**config.mk**
```make
export PLATFORM = sky130hd
export DESIGN_NAME = tdc_ctrl
export DESIGN_NICKNAME = d
export VERILOG_FILES = /design/src/hw/tdc_pkg.sv /design/src/hw/tdc_ctrl.sv /design/src/hw/tdc_debounce.sv
export SDC_FILE = /design/constraint.sdc
export NUM_CORES = 1
export LEC_CHECK = 0
export BUFFER_PORTS_ARGS = -buffer_cell sky130_fd_sc_hd__buf_2
export CAP_MARGIN = 20
export CORE_ASPECT_RATIO = 1.5
export CORE_MARGIN = 2
export CORE_UTILIZATION = 35
export CTS_CLUSTER_SIZE = 30
export DETAILED_ROUTE_END_ITERATION = 12
export PLACE_DENSITY = 0.49
export SLEW_MARGIN = 25
export SYNTH_ARGS = -nofsm -noshare
export SYNTH_HDL_FRONTEND = slang
export SYNTH_SLANG_ARGS = --single-unit
export TNS_END_PERCENT = 30
```
**constraint.sdc**
```tcl
create_clock -name clk -period 8.15 [get_ports clk]
set_clock_uncertainty 0.05 [all_clocks]
set_input_delay 1.63 -clock clk [delete_from_list [all_inputs] [get_ports clk]]
set_output_delay 1.63 -clock clk [all_outputs]
set_load 0.03 [all_outputs]
```
**src/hw/tdc_pkg.sv**
```systemverilog
/*
 * Package for the multi-function time delay controller.
 * Assumes a 100 MHz clock; holds mode codes, timing constants and the
 * packed carriers for conditioned inputs.
 */
package tdc_pkg;

    // ------------------------------------------------------------
    // Timing
    // ------------------------------------------------------------
    localparam int  CLK_MHZ        = 100;
    localparam int  PULSE_MS       = 500;          // Fixed pulse width
    localparam int  PULSE_CYC      = PULSE_MS * 1000 * CLK_MHZ;
    localparam int  DEBOUNCE_US    = 1000;
    localparam int  DEBOUNCE_CYC   = DEBOUNCE_US * CLK_MHZ;
    localparam int  CNT_W          = 32;
    localparam int  DB_W           = 20;

    // ------------------------------------------------------------
    // Timing function select
    // ------------------------------------------------------------
    typedef enum logic [2:0] {
        TDC_FN_ON_DELAY     = 3'h0,
        TDC_FN_CYCLE_OPEN   = 3'h1,
        TDC_FN_INTERVAL     = 3'h2,
        TDC_FN_OFF_DELAY    = 3'h3,
        TDC_FN_ONE_SHOT     = 3'h4,
        TDC_FN_CYCLE_CLOSED = 3'h5,
        TDC_FN_PULSE        = 3'h6
    } tdc_mode_t;

    // Sequencer states, Gray along the usual path
    typedef enum logic [2:0] {
        TDC_ST_IDLE  = 3'h0,
        TDC_ST_WAIT  = 3'h1,
        TDC_ST_ON    = 3'h3,
        TDC_ST_HOLD  = 3'h2,
        TDC_ST_OFF   = 3'h6,
        TDC_ST_DONE  = 3'h7
    } tdc_state_t;

    // Conditioned input carrier
    typedef struct packed {
        logic power;
        logic trig;
    } tdc_inputs_t;

endpackage : tdc_pkg

```
**src/hw/tdc_ctrl.sv**
```systemverilog
/*
 * Multi-function time delay controller: one relay output driven from
 * power-sense and trigger-switch pins by a selected timing function.
 * Assumes mode_sel and delay_count are static while power is present.
 */
// Contract
// - on-delay: energise after full delay from power
// - on-delay: release when power drops
// - cycle-open: off delay, then on/off repeating
// - interval: energise and start timing on power
// - interval: release on expiry or power loss
// - power-driven functions ignore the trigger switch
// - off-delay: energise immediately on switch close
// - off-delay: time from opening, then release
// - off-delay: reclose clears time, restarts later
// - off-delay retrigger keeps output energised
// - trigger functions release on power loss
// - one-shot: triggers accepted only with power
// - one-shot: each trigger energises, starts timing
// - one-shot: expiry releases unless retriggered
// - one-shot: fast cycling holds output on
// - cycle-closed: on at once, then alternate
// - pulse: one fixed pulse after delay
// - pulse: repeat only after power cycle
`timescale 1ns/100ps

module tdc_ctrl
    import tdc_pkg::*;
#(
    parameter int SETTLE_CYC = DEBOUNCE_CYC,
    parameter int PULSE_LEN  = PULSE_CYC
)
(
    input  wire logic             clk,
    input  wire logic             rst,
    input  wire logic             power_pin,
    input  wire logic             trigger_pin,
    input  wire tdc_pkg::tdc_mode_t mode_sel,
    input  wire logic [tdc_pkg::CNT_W-1:0] delay_count,
    output logic                  relay_output,
    output logic                  timing_active
);
    import tdc_pkg::*;

    // ------------------------------------------------------------
    // Input conditioning
    // ------------------------------------------------------------
    tdc_inputs_t  in_c;
    logic         trig_prev;

    // Both pins synchronised and debounced
    tdc_debounce #(.SETTLE_CYC(SETTLE_CYC)) u_db_power (
        .clk   (clk),
        .rst   (rst),
        .pin   (power_pin),
        .level (in_c.power)
    );

    tdc_debounce #(.SETTLE_CYC(SETTLE_CYC)) u_db_trig (
        .clk   (clk),
        .rst   (rst),
        .pin   (trigger_pin),
        .level (in_c.trig)
    );

    logic trig_rise;

    // Trigger close edge, qualified by power
    assign trig_rise = in_c.power & in_c.trig & ~trig_prev;

    // ------------------------------------------------------------
    // Sequencer
    // ------------------------------------------------------------
    tdc_state_t         state;
    tdc_state_t         next_state;
    logic [CNT_W-1:0]   cnt;
    logic [CNT_W-1:0]   next_cnt;
    logic               next_relay;
    logic               next_timing;
    logic               expired;
    logic               pulse_end;

    // Terminal count compare
    assign expired   = (cnt + 1'b1 >= delay_count);
    assign pulse_end = (cnt == CNT_W'(PULSE_LEN - 1));

    // Next state, counter and output
    always_comb
    begin
        next_state  = state;
        next_cnt    = cnt + 1'b1;
        next_relay  = relay_output;
        next_timing = 1'b0;
        if (!in_c.power)
        begin
            // Power loss clears all timing, shelf state
            next_state = TDC_ST_IDLE;
            next_cnt   = '0;
            next_relay = 1'b0;
        end
        else
        begin
            case (mode_sel)
            // Power-driven functions never look at the trigger
            TDC_FN_ON_DELAY:
            begin
                case (state)
                TDC_ST_IDLE:
                begin
                    next_state = TDC_ST_WAIT;
                    next_cnt   = '0;
                end
                TDC_ST_WAIT:
                begin
                    if (expired)
                    begin
                        next_state = TDC_ST_DONE;
                        next_relay = 1'b1;
                    end
                end
                default:
                begin
                    next_cnt   = cnt;
                end
                endcase
            end
            TDC_FN_CYCLE_OPEN, TDC_FN_CYCLE_CLOSED:
            begin
                case (state)
                TDC_ST_IDLE:
                begin
                    next_cnt = '0;
                    if (mode_sel == TDC_FN_CYCLE_CLOSED)
                    begin
                        next_state = TDC_ST_ON;
                        next_relay = 1'b1;
                    end
                    else
                    begin
                        next_state = TDC_ST_OFF;
                    end
                end
                TDC_ST_ON:
                begin
                    if (expired)
                    begin
                        next_state = TDC_ST_OFF;
                        next_relay = 1'b0;
                        next_cnt   = '0;
                    end
                end
                default:
                begin
                    if (expired)
                    begin
                        next_state = TDC_ST_ON;
                        next_relay = 1'b1;
                        next_cnt   = '0;
                    end
                end
                endcase
            end
            TDC_FN_INTERVAL:
            begin
                case (state)
                TDC_ST_IDLE:
                begin
                    next_state = TDC_ST_ON;
                    next_relay = 1'b1;
                    next_cnt   = '0;
                end
                TDC_ST_ON:
                begin
                    if (expired)
                    begin
                        next_state = TDC_ST_DONE;
                        next_relay = 1'b0;
                    end
                end
                default:
                begin
                    next_cnt = cnt;
                end
                endcase
            end
            TDC_FN_OFF_DELAY:
            begin
                next_cnt = '0;
                if (in_c.trig)
                begin
                    // Closed switch holds output and clears time
                    next_state = TDC_ST_HOLD;
                    next_relay = 1'b1;
                end
                else if (state == TDC_ST_HOLD || state == TDC_ST_OFF)
                begin
                    next_state = TDC_ST_OFF;
                    next_cnt   = (state == TDC_ST_HOLD) ? '0 : cnt + 1'b1;
                    if (state == TDC_ST_OFF && expired)
                    begin
                        next_state = TDC_ST_IDLE;
                        next_relay = 1'b0;
                    end
                end
            end
            TDC_FN_ONE_SHOT:
            begin
                if (trig_rise)
                begin
                    // Each activation restarts the full delay
                    next_state = TDC_ST_ON;
                    next_relay = 1'b1;
                    next_cnt   = '0;
                end
                else if (state == TDC_ST_ON)
                begin
                    if (expired)
                    begin
                        next_state = TDC_ST_IDLE;
                        next_relay = 1'b0;
                    end
                end
                else
                begin
                    next_cnt = '0;
                end
            end
            TDC_FN_PULSE:
            begin
                case (state)
                TDC_ST_IDLE:
                begin
                    next_state = TDC_ST_WAIT;
                    next_cnt   = '0;
                end
                TDC_ST_WAIT:
                begin
                    if (expired)
                    begin
                        next_state = TDC_ST_ON;
                        next_relay = 1'b1;
                        next_cnt   = '0;
                    end
                end
                TDC_ST_ON:
                begin
                    if (pulse_end)
                    begin
                        next_state = TDC_ST_DONE;
                        next_relay = 1'b0;
                    end
                end
                default:
                begin
                    next_cnt = cnt;
                end
                endcase
            end
            default:
            begin
                next_state = TDC_ST_IDLE;
                next_cnt   = '0;
                next_relay = 1'b0;
            end
            endcase
            next_timing = (next_state == TDC_ST_WAIT) ||
                          (next_state == TDC_ST_ON)   ||
                          (next_state == TDC_ST_OFF);
        end
    end

    // Registers
    always_ff @(posedge clk)
    begin
        if (rst)
        begin
            state         <= TDC_ST_IDLE;
            cnt           <= '0;
            relay_output  <= 1'b0;
            timing_active <= 1'b0;
            trig_prev     <= 1'b0;
        end
        else
        begin
            state         <= next_state;
            cnt           <= next_cnt;
            relay_output  <= next_relay;
            timing_active <= next_timing;
            trig_prev     <= in_c.trig;
        end
    end
endmodule // tdc_ctrl

```
**src/hw/tdc_debounce.sv**
```systemverilog
/*
 * Two-flop synchroniser and debounce filter for one pin.
 * Assumes the pin is asynchronous to clk and bounces for under 1 ms.
 */
`timescale 1ns/100ps

module tdc_debounce
    import tdc_pkg::*;
#(
    parameter int SETTLE_CYC = DEBOUNCE_CYC
)
(
    input  wire logic clk,
    input  wire logic rst,
    input  wire logic pin,
    output logic      level
);

    logic              sync_a;
    logic              sync_b;
    logic [DB_W-1:0]   cnt;
    logic [DB_W-1:0]   next_cnt;
    logic              next_level;

    // Filter: level follows only after a stable run
    always_comb
    begin
        next_cnt   = '0;
        next_level = level;
        if (sync_b != level)
        begin
            next_cnt = cnt + 1'b1;
            if (cnt == DB_W'(SETTLE_CYC - 1))
            begin
                next_level = sync_b;
                next_cnt   = '0;
            end
        end
    end

    // Registers
    always_ff @(posedge clk)
    begin
        if (rst)
        begin
            sync_a <= 1'b0;
            sync_b <= 1'b0;
            cnt    <= '0;
            level  <= 1'b0;
        end
        else
        begin
            sync_a <= pin;
            sync_b <= sync_a;
            cnt    <= next_cnt;
            level  <= next_level;
        end
    end

endmodule // tdc_debounce

```
# Word-level counts from Yosys, hierarchy flattened
# Cells that the tools add are included.
# Widths: inputs -> output; s select.
[word_totals]
reg_bits = 84
latchBits = 0
mem_bits_rw = 0
mem_bits_ro = 0
input_bits = 39
out_inout_bits = 2
elab_cells = 107
mem_count = 0
[classes]
n_addsub = 3
mul = 0
div_mod_pow = 0
order_cmp = 1
eq_ne = 28
n_shift = 0
muxes = 42
n_bitwise = 6
reduce_logical = 14
[ops]
columns = ["operator", "count"]
rows = [
  ["$mux 32", 7],
  ["$pmux 32 s6", 1],
  ["$pmux 32 s2", 2],
  ["$pmux 32 s3", 1],
  ["$add 20x1->20 const B", 2],
  ["$eq 20x17->1 const B", 2],
  ["$mux 3", 12],
  ["$add 32x1->32 const B", 1],
  ["$eq 32x26->1 const B", 1],
  ["$ge 32x32->1", 1],
  ["$pmux 3 s2", 3],
  ["$pmux 3 s6", 1],
  ["$eq 3x2->1 const B", 5],
  ["$eq 3x3->1 const B", 5],
  ["$ne 3x3->1 const B", 5],
  ["$mux 1", 10],
  ["$eq 3x1->1 const B", 3],
  ["$ne 3x2->1 const B", 3],
  ["$pmux 3 s3", 1],
  ["$reduce_and 8->1", 1],
  ["$logic_not 3->1", 2],
  ["$pmux 1 s2", 3],
  ["$pmux 1 s6", 1],
  ["$reduce_or 3->1", 2],
  ["10 further kinds", 19],
]

# Logic depth before layout (Yosys ltp)
# Gate-level depths: netlist (run 1).
[logic_depth]
word_depth = 11
ltp_mapped = 18
mapped_depth_nobuf = 17

# Hierarchy
# A second synthesis (run 1) with hierarchy kept.
[unflattened]
hier_cells = 679
area_unflattened_um2 = 5450.2
[modules_own_cells]
columns = ["module", "instances", "cells_each", "area_each_um2"]
rows = [
  ["tdc_ctrl", 1, 449, 3377.0],
  ["tdc_debounce at u_db_power", 1, 114, 1046.0],
  ["tdc_debounce at u_db_trig", 1, 116, 1027.2],
]

# Worst setup path before layout (run 1)
# Ideal clock, no wire load.
[synth_path]
path_type = "flip-flop to flip-flop"
startpoint = "reg cnt[0]"
endpoint = "reg timing_active"
t_arrival_ps = 3929
slack_ps = 4044
stages_incl_launch_ff = 18
n_path_buf = 0
synth_period_minus_slack_ps = 4106
path_cell_list = "dfxtp_1 ha_1 and3_1 nand3_1 or2_1 nor2_4 nand4_1 or2_2 xnor2_1 ha_1 nand4_4 nor4_4 nand2_1 o2bb2ai_2 o21ai_0 mux2i_1 o41ai_1 o2bb2ai_1"
[synth_via]
elab_chain_cells = 11
word_cells_on_any_way = 25
cone_classes = "add/sub (1); order compare (1); eq/ne (4); mux (16); reduce/logical (3)"
[synth_rtl]
columns = ["item", "line_no", "rtl"]
rows = [
  ["from (decl)", "tdc_ctrl.sv:76", "logic [CNT_W-1:0] cnt;"],
  ["from (signal assigned)", "tdc_ctrl.sv:286", "cnt <= next_cnt;"],
  ["$add 32x1->32", "tdc_ctrl.sv:84", "assign expired = (cnt + 1'b1 >= delay_count);"],
  ["$ge 32x32->1", "tdc_ctrl.sv:84", ""],
  ["$logic_and 1x1->1", "tdc_ctrl.sv:199", "if (state == TDC_ST_OFF && expired)"],
  ["$mux 3", "tdc_ctrl.sv:199", ""],
  ["$mux 3", "tdc_ctrl.sv:195", "else if (state == TDC_ST_HOLD || state == TDC_ST_OFF)"],
  ["$mux 3", "tdc_ctrl.sv:189", "if (in_c.trig)"],
  ["$pmux 3 s6 *", "tdc_ctrl.sv:103", "case (mode_sel)"],
  ["$mux 3 *", "tdc_ctrl.sv:94", "if (!in_c.power)"],
  ["$eq 3x1->1 / $eq 3x2->1 (equally long branches)", "tdc_ctrl.sv:266, tdc_ctrl.sv:267", ""],
  ["$logic_or 1x1->1", "tdc_ctrl.sv:266", "next_timing = (next_state == TDC_ST_WAIT) ||"],
  ["$logic_or 1x1->1 *", "tdc_ctrl.sv:267", "(next_state == TDC_ST_ON) ||"],
  ["to (signal assigned)", "tdc_ctrl.sv:288", "timing_active <= next_timing;"],
  ["to (decl)", "tdc_ctrl.sv:41", "output logic timing_active"],
]
# Mark *: on every way between the ends. The rest lies on a longest branch, timed or not. The select of a mux whose other input is x is not followed.
# A chain may end at the register's enable or synchronous reset.

# Worst setup path after layout (run 1)
[layout_path]
startpoint = "reg cnt[0]"
endpoint = "reg relay_output"
[layout_via]
elab_chain_cells = 6
word_cells_on_any_way = 16
cone_classes = "add/sub (1); order compare (1); eq/ne (3); mux (9); reduce/logical (2)"
[layout_rtl]
columns = ["item", "line_no", "rtl"]
rows = [
  ["$add 32x1->32", "tdc_ctrl.sv:84", ""],
  ["$ge 32x32->1", "tdc_ctrl.sv:84", ""],
  ["$mux 1 (3 in series)", "-", ""],
  ["$pmux 1 s6", "-", ""],
  ["to (signal assigned)", "tdc_ctrl.sv:287", "relay_output <= next_relay;"],
  ["to (decl)", "tdc_ctrl.sv:40", "output logic relay_output,"],
]
# Several ways; a longest one is shown, not always the timed one. The select of a mux whose other input is x is not followed.

==> summary.txt, run 1 <==
GRT
  – Vias in the first global route: 4,621
  – Met3 Use GR: 3.016%
  – Met1 Usage GRT: 18.51%
  – Grt met2 use: 30.44%
  – Largest net degree at the start of global routing: 44
  – GR peak layer: met2
  – Initial antenna violation count: 0
  – First-pass GRT wire length: 21.93 mm
  – Total track usage: 16.76%
  – Remaining Overflow, GRT: 0

Place
  – Routability cong.: 0.9150
  – Port Buffers: 40
  – Hpwl dp: slightly below 10 mm
  – Pre-CTS setup slack: 3.516 ns
  – Placed cells: 873

STA
  – Final Hold Violating Endpoints: 0
  – RSZ-0062 raised after global routing: false
  – Final setup fails: 0
  – Setup WS post-layout: ~3.5 ns
  – Final period utilization: 57.03%
  – Slew @ Worst Pin: 0.6625 ns
  – Fin. max-slew vios: 0
  – Minimum clock period: 4.648 ns
  – Setup Total Neg Slack: 0 ns
  – Slew HR: 55.49%
  – Max frequency: between 0.2 and 0.25 GHz

Clock tree
  – Hold buffer count at cts: 0
  – CTS Buf Count: 9
  – Clk Latency, worst-skew pair: 0.33 ns
  – Clock root buffer: clkbuf_16
  – Clk buf depth: 2
  – Reg clk slew, reported paths: roughly 0.06 ns
  – Post-CTS setup buffers: 0
  – CTS tree: yes
  – H-tree depth: 3
  – CTS sink cnt: 84
  – Post-cts repair resize count: 0

Floorplan
  – Core Region: 0.01500 mm²
  – Rows: 55
  – Die H: 155.0 µm
  – Die width: 104.6 µm
  – I/O Pins: 41
  – Starting Density: between 30% and 40%
  – Die ar.: around 0.016 mm²

Finish
  – Layout cells sized above 1: 11.59%
  – Area Growth Syn to Fin: 11.86%
  – # diodes: 0
  – Layout Cells excl Fill: between 800 and 900
  – Nets: 759

Synth
  – Syn Nets: 734
  – Cells after Synth: 660
  – Cell Area, Synth: 0.005318 mm²
  – Yosys warning count: 0
  – #FFs+latches synth: 84
  – Unique masters post-synth: 65
  – Post-synth EDFFs: 0
  – Syn Area/Cell: 8.057 µm²
  – Ys async rst share: 0%
  – Post-synth top flop: dfxtp_1
  – Sequential area share after synthesis: 31.62%

Critical path
  – Worst reg2reg startpoint: cnt[0]$_SDFFE_PP0P_
  – R2R Path End: relay_output$_SDFFE_PP0P_
  – Setup Crit Path Kind: flip-flop to flip-flop
  – CP Capture Type: flip-flop
  – CP max FO: 7
  – Worst path required time: 8.34 ns
  – Reg2Reg Setup Slack: 3.50 ns
  – Crit path arrival time: 4.84 ns
  – FF-to-FF path depth: 17
  – Crit start category: flip-flop

Drt
  – ANT nets after route: 0
  – Drt drc: 0
  – Post-DR wirelength/cell: 14.85 µm
  – Vias: approximately 4.6k
  – Final wirelength: 13.20 mm
  – Via-to-Cell Ratio: 5.199
  – DR pass1 iterations: 4
  – DR iter-0 viols: 144

Min path
  – WHS Endpoint: u_db_trig.cnt[0]$_SDFF_PP0_
  – Hold_sp: u_db_trig.cnt[0]$_SDFF_PP0_
  – Worst hold path type: flip-flop to flip-flop
  – Hold Path Cell Cnt: 1

Pwr
  – Power per Cell Area: ~150 mW/mm²
  – Switching pwr: slightly below 0.2 mW
  – P_int: 0.6780 mW
  – Clk pwr share: between 40% and 50%
  – Leak pwr: 2.286 nW
  – Comb power frac: 5.1%
  – Switching Fraction: 22.60%
  – Reg power frac: 47.1%
  – Max rail drop VDD: 0.08572 mV

Status
  – Status: complete, no violations

Job
  – Max-cap violation count: 0
==> routing by layer <==
| layer | wire, µm | share of wire [%] |
|---|---|---|
| met1 | 5615 | 43 |
| met3 | 337 | 2.6 |
| met4 | 404 | 3.1 |
| met5 | 0 | 0 |
| met2 | 6841 | 52 |
==> metrics by stage <==
stage	utilization (%)	hold slack [ns]	total power, mW	area [µm²]
final	39.65	0.4104	0.8760	5948
after global routing	39.65	0.4345	0.9152	5948
after CTS	39.65	0.4135	0.8880	5948
after detailed placement	37.62	0.3798	0.4662	5644
after global placement	37.62	0.3938	0.4651	5644
after floorplan	-	0.3638	0.4496	5318
==> synthesized netlist by cell type (all sizes together) (17+ instances only) <==
master	number	share of area, %
nand2	53	3.7
xnor2	34	5.6
clkbuf	19	1.4
a21oi	34	3.2
a22oi	21	3.0
o21ai	22	2.1
nor2	91	6.6
inv	38	2.7
dfxtp	84	32
nand3	27	2.7
xor2	30	4.9
nand4	19	2.6
and3	17	2.0
ha	35	8.2
==> state kept, by name, indices dropped and copies added, names as in the netlist, 3 cells and up <==
register / cells
u_db_trig.cnt: 20
cnt: 32
state: 3
u_db_power.cnt: 20
==> worst max-delay path, cell delays in order (launching register included) <==
cell       delay (ns)
dfxtp_1          0.41
ha_1             0.26
and3_1           0.27
nand3_1          0.14
or2_1            0.29
nor2_4           0.19
nand4_1          0.22
or2_2            0.38
xnor2_1          0.13
ha_1             0.35
nand4_4          0.13
nor4_4           0.35
nand2_1          0.11
o2bb2ai_2        0.32
or2_1            0.29
a311oi_2         0.15
o31a_1           0.28
a311oi_1         0.23
==> how the worst max path moves through the flow <==
stage,startpoint,end,cells after the start
5_1_grt,cnt[0]$_SDFFE_PP0P_,cnt[28]$_SDFFE_PP0P_,18
4_1_cts,cnt[0]$_SDFFE_PP0P_,relay_output$_SDFFE_PP0P_,17
2_1_floorplan,cnt[0]$_SDFFE_PP0P_,timing_active$_SDFF_PP0_,17
6_report,cnt[0]$_SDFFE_PP0P_,relay_output$_SDFFE_PP0P_,17
3_3_place_gp,cnt[0]$_SDFFE_PP0P_,cnt[28]$_SDFFE_PP0P_,18
3_5_place_dp,cnt[0]$_SDFFE_PP0P_,cnt[28]$_SDFFE_PP0P_,18
==> final cells by class <==
class                   count  area (µm²)
well taps                 199       249.0
multi-input cells         508        3344
repair buffers             43       222.7
clock buffers              11       242.7
flip-flops and latches     84        1682
fillers                  1591        9054
inverters                  39       146.4
clock inverters             5       61.31
==> logic make-up (layout without fill, tap and decap cells) <==
group           Yosys count  count (layout)  synth area share (%)
compound gates          125             125                 16.00
xor+xnor                 64              64                 10.54
fa+ha+maj                35              35                 8.235
buf+inv                  68              98                 5.482
flops                    84              84                 31.62
mux                       3               3                0.5647
simple gates            281             281                 27.55
==> cell usage in the layout (no fill, tap or decap), types with 6 or more instances in the layout <==
| cell type | Yosys | final |
|---|---|---|
| xor2_1 | 30 | 30 |
| a21oi_1 | 34 | 34 |
| buf_2 | 5 | 40 |
| nand2_1 | 53 | 53 |
| xnor2_1 | 34 | 34 |
| and3_1 | 17 | 17 |
| clkbuf_16 | 0 | 9 |
| a22oi_1 | 21 | 21 |
| a311oi_1 | 12 | 12 |
| nand3_1 | 25 | 25 |
| nand4_1 | 17 | 17 |
| o21ai_0 | 22 | 22 |
| nor4_1 | 7 | 7 |
| nor3_1 | 9 | 9 |
| nor2b_1 | 10 | 10 |
| nor2_1 | 90 | 90 |
| inv_1 | 38 | 38 |
| or2_2 | 6 | 6 |
| ha_1 | 35 | 35 |
| dfxtp_1 | 84 | 84 |
| nand2b_1 | 11 | 11 |
==> power groups by stage <==
stage	clock (mW)	combinational [mW]	sequential, mW
final	0.419	0.0445	0.412
after global routing	0.453	0.0505	0.412
after floorplan	0	0.0282	0.421
after CTS	0.431	0.0450	0.412
after detailed placement	0	0.0446	0.422
after global placement	0	0.0436	0.422
(Power assumes the default switching activity.)
==> inputs of run 2 (changes only) <==
--- a/config.mk
+++ b/config.mk
@@ -5,6 +5,7 @@
 export SDC_FILE = /design/constraint.sdc
 export NUM_CORES = 1
 export LEC_CHECK = 0
+export ABC_AREA = 1
 export BUFFER_PORTS_ARGS = -buffer_cell sky130_fd_sc_hd__buf_2
 export CAP_MARGIN = 20
 export CORE_ASPECT_RATIO = 1.5
==> constraint.sdc (replaced) <==
create_clock -name clk -period 4.8 [get_ports clk]
set_clock_uncertainty 0.05 [all_clocks]
set_input_delay 0.96 -clock clk [delete_from_list [all_inputs] [get_ports clk]]
set_output_delay 0.96 -clock clk [all_outputs]
set_load 0.03 [all_outputs]
==> run 2 against run 1 <==
  * Sequential power grew 70%
  * Critical endpoint is now cnt[0]$_SDFFE_PP0P_
  * Largest cell class unchanged
  * First-iteration DRC count grew 47%
  * Largest power group unchanged
  * Setup slack lost 2.8 ns
  * Clock power grew 71%
  * Highest routed layer unchanged
==> summary.txt, run 2 <==
Synth
  – Syn Nets: 939 (+28%)
  – Post-synthesis xor/xnor area fraction: 4.786% (-5.8 points)
  – Cells after Synth: 865 (+31%)
  – Share of the synthesized area in the top cell type: 29.64% (-2.0 points)
  – Post-synth top flop: dfxtp_1
  – Post-synth EDFFs: 0 (unchanged)
  – Synth Area in Compound Gates: 10.79% (-5.2 points)
  – #FFs+latches synth: 84 (unchanged)
  – Unique masters post-synth: 46 (-29%)
  – Synth Area in Adders: 7.719% (-0.52 points)
  – Synth top area cells: dfxtp_1 (30%), nand2_1 (13%), inv_1 (9.9%)
  – Largest family of logic cells by synthesized area: simple AND/OR/NAND/NOR gates
  – Syn Area/Cell: 6.558 µm² (-19%)
  – Ys async rst share: 0% (unchanged)
  – Synth Area in Simple Gates: 35.51% (+8.0 points)
  – Sequential area share after synthesis: 29.64% (-2.0 points)
  – Post-synth top cells: nand2_1 (204), inv_1 (149), nor2_1 (102)
  – Post-synthesis mux area share: 0% (-0.56 points)
  – Largest area contributor in the netlist: dfxtp_1
  – Yosys warning count: 0 (unchanged)
  – Most frequent cell after synthesis: nand2_1
  – Cell Area, Synth: 0.005673 mm² (+6.7%)

GRT
  – First-pass GRT wire length: 24.35 mm (+11%)
  – GR peak layer: met2
  – Met1 Usage GRT: 18.74% (+0.23 points)
  – Initial antenna violation count: 0 (unchanged)
  – Met3 Use GR: 3.633% (+0.62 points)
  – Largest net degree at the start of global routing: 33 (-25%)
  – Remaining Overflow, GRT: 0 (unchanged)
  – Vias in the first global route: 5,175 (+12%)
  – Total track usage: 17.69% (+0.92 points)
  – Grt met2 use: 33.30% (+2.9 points)

Finish
  – Most flops, register: cnt
  – Area Growth Syn to Fin: 12.75%
  – Final core utilization: 39.86% (+0.21 points)
  – Biggest regs: cnt x32, u_db_power.cnt x20, u_db_trig.cnt x20
  – # diodes: 0 (unchanged)
  – Max reg flops: 32 (unchanged)
  – Most common cell after layout, fill and taps aside: nand2_1
  – Layout cells sized above 1: 10.98% (-0.62 points)
  – Layout Cells excl Fill: 1,117 (+26%)
  – Most frequent cells in the layout: nand2_1 (204), inv_1 (149), nor2_1 (102)
  – FILL cells: 1,766 (+11%)
  – Nets: 980 (+29%)

Critical path
  – Crit path arrival time: 4.25 ns (-0.59 ns)
  – CP max FO: 32 (+25)
  – Setup Crit Path Kind: flip-flop to flip-flop
  – CP Capture Type: flip-flop
  – Crit start category: flip-flop
  – Worst path required time: 4.99 ns (-3.35 ns)

STA
  – Minimum clock period: 4.059 ns (-0.5893 ns)
  – Hold Worst Slack: 0.3512 ns (-0.05918 ns)
  – Slew HR: 60.00% (+4.5 points)
  – Final period utilization: 84.56% (+28 points)
  – Fin. max-slew vios: 0 (unchanged)
  – Final setup fails: 0 (unchanged)
  – RSZ-0062 raised after global routing: false
  – Final Hold Violating Endpoints: 0 (unchanged)
  – Slew @ Worst Pin: 0.5977 ns (-0.06479 ns)
  – Max frequency: 0.2464 GHz (+15%)
  – Setup Total Neg Slack: 0 ns (unchanged)

Clock tree
  – Post-CTS setup buffers: 0 (unchanged)
  – CTS Buf Count: 9 (unchanged)
  – Reg clk slew, reported paths: 0.07 ns (about the same)
  – Clock root buffer: clkbuf_16
  – Post-cts repair resize count: 0 (unchanged)
  – Clk Latency, worst-skew pair: 0.34 ns (about the same)
  – CTS tree: yes
  – H-tree depth: 3 (unchanged)
  – Clk buf depth: 2 (unchanged)
  – CTS sink cnt: 84 (unchanged)
  – Hold buffer count at cts: 0 (unchanged)

Place
  – Port Buffers: 40 (unchanged)
  – Hpwl dp: 11.48 mm (+16%)
  – Placed cells: 1,101 (+26%)
  – Routability cong.: 0.9237 (+0.95%)

Floorplan
  – Die H: 159.9 µm (+3.2%)
  – I/O Pins: 41 (unchanged)
  – Rows: 57 (+3.6%)
  – Die width: 108.0 µm (+3.2%)
  – Die ar.: 0.01726 mm² (+6.5%)
  – Core Region: 0.01605 mm² (+7.0%)
  – Starting Density: 35.35% (-0.093 points)

Drt
  – Vias: 5,269 (+14%)
  – DR pass1 iterations: 5 (+1)
  – Final wirelength: 14.49 mm (+9.8%)
  – ANT nets after route: 0 (unchanged)
  – Post-DR wirelength/cell: 12.97 µm (-13%)
  – DR iter-0 viols: 212 (+47%)
  – Via-to-Cell Ratio: 4.717 (-9.3%)
  – Drt drc: 0 (unchanged)

Pwr
  – P_int: 1.134 mW (+67%)
  – Power per Cell Area: 231.8 mW/mm² (+57%)
  – Switching pwr: 0.3492 mW (+76%)
  – Comb power frac: 4.6% (-0.5 points)
  – Clk pwr share: 48.2% (+0.3 points)
  – Reg power frac: 47.2% (about the same)
  – Max rail drop VDD: 0.1729 mV (+100%)
  – Switching Fraction: 23.55% (+0.95 points)
  – Leak pwr: 2.797 nW (+22%)

Status
  – Status: complete, no violations

Min path
  – Worst hold path type: flip-flop to flip-flop

Job
  – Max-cap violation count: 0 (unchanged)
==> run 2: cell type report <==
cell class                      instances  area [µm²]  area share (%)
Multi-Input combinational cell        611        3344           52.29
Clock buffer                            9       225.2           3.521
Tap cell                              206       257.7           4.030
Timing Repair Buffer                   43       222.7           3.482
Clock inverter                          7       73.82           1.154
Inverter                              157       590.6           9.233
Sequential cell                        84        1682           26.29
==> run 2: cell families after synthesis <==
group,Yosys count
flops,84
simple gates,437
buf+inv,170
xor+xnor,31
compound gates,108
fa+ha+maj,35
==> run 2: power groups by stage <==
stage / clock, mW / sequential [mW] / combinational (mW)
floorplan: 0 / 0.715 / 0.0403
global placement: 0 / 0.716 / 0.0690
detailed placement: 0 / 0.716 / 0.0685
CTS: 0.741 / 0.699 / 0.0689
global route: 0.769 / 0.699 / 0.0797
finish: 0.715 / 0.700 / 0.0680
==> run 2: path summary, 6_finish.rpt <==
check / start / slack (ns) / cells after the start / to
min reg2reg: u_db_trig.sync_a$_SDFF_PP0_ / 0.35 / 2 / u_db_trig.sync_b$_SDFF_PP0_
max reg2reg: cnt[0]$_SDFFE_PP0P_ / 0.74 / 25 / cnt[0]$_SDFFE_PP0P_
max: cnt[0]$_SDFFE_PP0P_ / 0.74 / 25 / cnt[0]$_SDFFE_PP0P_
min: u_db_trig.sync_a$_SDFF_PP0_ / 0.35 / 2 / u_db_trig.sync_b$_SDFF_PP0_
==> run 2: critical path, cell delays in order, from the launching register on <==
cell	delay, ns
dfxtp_1	0.38
ha_1	0.22
nand3_2	0.12
nor2_2	0.11
nand2_2	0.07
nor2_4	0.11
nand3_4	0.11
clkinv_2	0.09
nand3_4	0.08
nor2_4	0.12
nand2_2	0.09
nor2_2	0.10
xnor2_1	0.13
clkinv_1	0.11
ha_1	0.28
nand2_1	0.06
nor2_1	0.14
nand4_1	0.18
nor2_1	0.15
nand2_1	0.17
nand2_2	0.18
inv_2	0.05
a31oi_2	0.17
nand3b_4	0.37
o21bai_1	0.26
inv_1	0.05
==> run 2: per-layer routing <==
metal	vias up	share of wire, %	routed length (µm)
met1	2334	40	5844
met4	0	3.1	445
met5	-	0	0
met3	26	3.0	435
met2	75	54	7767
li1	2834	-	-
==> run 2: metrics by stage <==
stage / power [mW] / area, µm² / setup slack [ns]
2_1_floorplan: 0.7557 / 5673 / 1.473
3_3_place_gp: 0.7846 / 6097 / 0.8299
3_5_place_dp: 0.7841 / 6097 / 0.7219
4_1_cts: 1.510 / 6396 / 0.7000
5_1_grt: 1.548 / 6396 / 0.3378
6_report: 1.483 / 6396 / 0.7411
==> inputs of run 3 (changes only) <==
--- a/config.mk
+++ b/config.mk
@@ -13,7 +13,7 @@
 export CORE_UTILIZATION = 35
 export CTS_CLUSTER_SIZE = 30
 export DETAILED_ROUTE_END_ITERATION = 12
-export PLACE_DENSITY = 0.49
+export PLACE_DENSITY = 0.51
 export SLEW_MARGIN = 25
 export SYNTH_ARGS = -nofsm -noshare
 export SYNTH_HDL_FRONTEND = slang
==> constraint.sdc (replaced) <==
create_clock -name clk -period 3.41 [get_ports clk]
set_clock_uncertainty 0.05 [all_clocks]
set_input_delay 0.682 -clock clk [delete_from_list [all_inputs] [get_ports clk]]
set_output_delay 0.682 -clock clk [all_outputs]
set_load 0.03 [all_outputs]
==> run 3 against run 2 <==
  * Setup slack worse by 0.79 ns
  * Core utilization grew 5.4 points
  * Final cell count grew 6.3%
  * Via count is 5.8% higher
  * First-iteration DRC count is 5.2% higher
  * Critical path depth up 2
  * Cell area grew 14%
  * The run now ends with negative setup slack left
  * Sequential share of layout area fell by 3.1 points
  * Sequential power increased by 41%
  * Non-clock buffer count increased by 71
==> summary.txt, run 3 (synthesized netlist as in run 2, its figures left out) <==
Status
  – Status: finished, violations left
  – Failing checks: negative setup slack

Finish
  – Layout Cells excl Fill: 1,187 (+6.3%)
  – Max reg flops: 32 (unchanged)
  – Layout cells sized above 1: 21.81% (+11 points)
  – Most flops, register: cnt
  – Most frequent cells in the layout: nand2_1 (197), inv_1 (147), nor2_1 (92)
  – Biggest regs: cnt x32, u_db_power.cnt x20, u_db_trig.cnt x20
  – Final core utilization: 45.28% (+5.4 points)
  – Area Growth Syn to Fin: 28.08%
  – Most common cell after layout, fill and taps aside: nand2_1
  – Nets: 1,051 (+7.2%)
  – # diodes: 0 (unchanged)

Clock tree
  – Clock root buffer: clkbuf_16
  – CTS Buf Count: 9 (unchanged)
  – H-tree depth: 3 (unchanged)
  – Hold buffer count at cts: 0 (unchanged)
  – Clk buf depth: 2 (unchanged)
  – CTS tree: yes
  – CTS sink cnt: 84 (unchanged)
  – Reg clk slew, reported paths: 0.06 ns (about the same)
  – Clk Latency, worst-skew pair: 0.35 ns (about the same)

STA
  – Hold Worst Slack: 0.3550 ns (+0.003791 ns)
  – Max frequency: 0.2891 GHz (+17%)
  – Setup WS post-layout: -0.04868 ns (-0.7897 ns)
  – Slew HR: 61.35% (+1.3 points)
  – RSZ-0062 raised after global routing: true
  – Final setup fails: 19 (+19)
  – Minimum clock period: 3.459 ns (-0.6003 ns)
  – Slew @ Worst Pin: 0.5753 ns (-0.02241 ns)
  – Setup Total Neg Slack: -0.2687 ns (-0.2687 ns)
  – Final period utilization: 101.4% (+17 points)
  – Final Hold Violating Endpoints: 0 (unchanged)
  – Fin. max-slew vios: 0 (unchanged)

Pwr
  – Leak pwr: 3.272 nW (+17%)
  – Max rail drop VDD: 0.3154 mV (+82%)
  – Clk pwr share: 51.1% (+2.9 points)
  – Reg power frac: 44.1% (-3.1 points)
  – Switching pwr: 0.4871 mW (+39%)
  – Tot Pwr: 2.230 mW (+50%)
  – Comb power frac: 4.8% (+0.2 points)
  – Switching Fraction: 21.85% (-1.7 points)
  – P_int: 1.743 mW (+54%)
  – Power per Cell Area: 306.9 mW/mm² (+32%)

Floorplan
  – Rows: 57 (unchanged)
  – Die H: 159.9 µm (unchanged)
  – Die width: 108.0 µm (unchanged)
  – I/O Pins: 41 (unchanged)
  – Die ar.: 0.01726 mm² (unchanged)
  – Starting Density: 35.35% (unchanged)
  – Core Region: 0.01605 mm² (unchanged)

Critical path
  – Setup Crit Path Kind: flip-flop to flip-flop
  – Delay-heaviest family, CP: simple AND/OR/NAND/NOR gates
  – R2R Path End: cnt[10]$_SDFFE_PP0P_
  – Crit path arrival time: 3.68 ns (-0.57 ns)
  – Worst reg2reg startpoint: cnt[1]$_SDFFE_PP0P_
  – Slowest Stage Delay on Critical Path: 0.35 ns (-0.03 ns)
  – Reg2Reg Setup Slack: -0.05 ns (-0.79 ns)
  – Crit start category: flip-flop
  – Cell count along the critical path: 27 (+8.0%)
  – CP max FO: 18 (-44%)
  – Slowest-stage cell, CP: dfxtp_2
  – Worst path required time: 3.63 ns (-1.36 ns)
  – Worst path bufs/invs: 5 (+1)
  – FF-to-FF path depth: 27 (+8.0%)
  – CP Capture Type: flip-flop

Job
  – Max-cap violation count: 0 (unchanged)

Drt
  – Drt drc: 0 (unchanged)
  – DR pass1 iterations: 5 (unchanged)
  – Vias: 5,577 (+5.8%)
  – Final wirelength: 14.81 mm (+2.2%)
  – Via-to-Cell Ratio: 4.698 (-0.40%)
  – DR iter-0 viols: 223 (+5.2%)
  – ANT nets after route: 0 (unchanged)
  – Post-DR wirelength/cell: 12.48 µm (-3.8%)

Min path
  – Hold Path Cell Cnt: 2 (unchanged)
  – Hold_sp: u_db_power.sync_a$_SDFF_PP0_
  – WHS Endpoint: u_db_power.sync_b$_SDFF_PP0_
  – Worst hold path type: flip-flop to flip-flop

GRT
  – Remaining Overflow, GRT: 0 (unchanged)
  – Initial antenna violation count: 0 (unchanged)
  – Largest net degree at the start of global routing: 33 (unchanged)
  – Total track usage: 17.60% (-0.082 points)
  – First-pass GRT wire length: 24.37 mm (about the same)
  – Vias in the first global route: 5,461 (+5.5%)

Place
  – Routability cong.: 0.9557 (+3.5%)
  – Placed cells: 1,166 (+5.9%)
  – Hpwl dp: 11.57 mm (+0.79%)
  – Port Buffers: 40 (unchanged)
## run 3: changes by cell type in the layout (fill, tap and decap cells not counted), sizes merged
cell / previous run / this run
clkinvlp: 1 / 0
buf: 43 / 114
bufinv: 1 / 3
clkinv: 7 / 5
## run 3: tightest hold or removal path, delay by kind of cell (launching register included)
family,cells,cell delay (ns)
buf+inv,1,0.04
simple gates,1,0.03
flops,1,0.30
## run 3: how the worst max path moves through the flow
stage | startpoint | to | slack, ns
after detailed placement | cnt[0]$_SDFFE_PP0P_ | timing_active$_SDFF_PP0_ | -0.17
after global placement | cnt[19]$_SDFFE_PP0P_ | timing_active$_SDFF_PP0_ | -0.13
after floorplan | cnt[0]$_SDFFE_PP0P_ | cnt[0]$_SDFFE_PP0P_ | 0.08
after CTS | cnt[0]$_SDFFE_PP0P_ | cnt[0]$_SDFFE_PP0P_ | -0.15
after global routing | cnt[18]$_SDFFE_PP0P_ | cnt[0]$_SDFFE_PP0P_ | -0.33
final | cnt[1]$_SDFFE_PP0P_ | cnt[10]$_SDFFE_PP0P_ | -0.05
## run 3: per-layer routing
layer  share of wire [%]  vias to the layer above  global-route usage, %
met3                 2.2                       32                  1.796
met2                  54                       88                  33.30
met1                  41                     2494                  19.15
met4                 3.2                        0                  8.042
li1                    -                     2963                      -
met5                   0                        -                      0
## run 3: what timing repair did
action,4_1_cts,5_1_grt
pin swaps,3,12
setup endpoints to repair,37,37
resized for setup,11,52
setup buffers,3,3
## run 3: power groups by stage
stage	registers (mW)	clock network, mW	logic, mW
6_report	0.984	1.14	0.107
3_3_place_gp	1.01	0	0.100
3_5_place_dp	1.01	0	0.0999
5_1_grt	0.984	1.20	0.123
4_1_cts	0.985	1.17	0.102
2_1_floorplan	1.01	0	0.0567
## run 3: area by class of cell
type | count | area, µm²
multi-input combinational | 611 | 3583
clock inverter | 6 | 112.6
fill | 1707 | 8781
inverter | 157 | 594.3
sequential | 84 | 1688
timing repair buffer | 114 | 804.5
clock buffer | 9 | 225.2
tap | 206 | 257.7
## run 3: per-stage QoR
| step | worst slack [ns] | instance area [µm²] |
|---|---|---|
| finish | -0.04868 | 7266 |
| global route | -0.3283 | 7266 |
| CTS | -0.1459 | 7028 |
| detailed placement | -0.1679 | 6623 |
| global placement | -0.1347 | 6623 |
| floorplan | 0.08308 | 5673 |
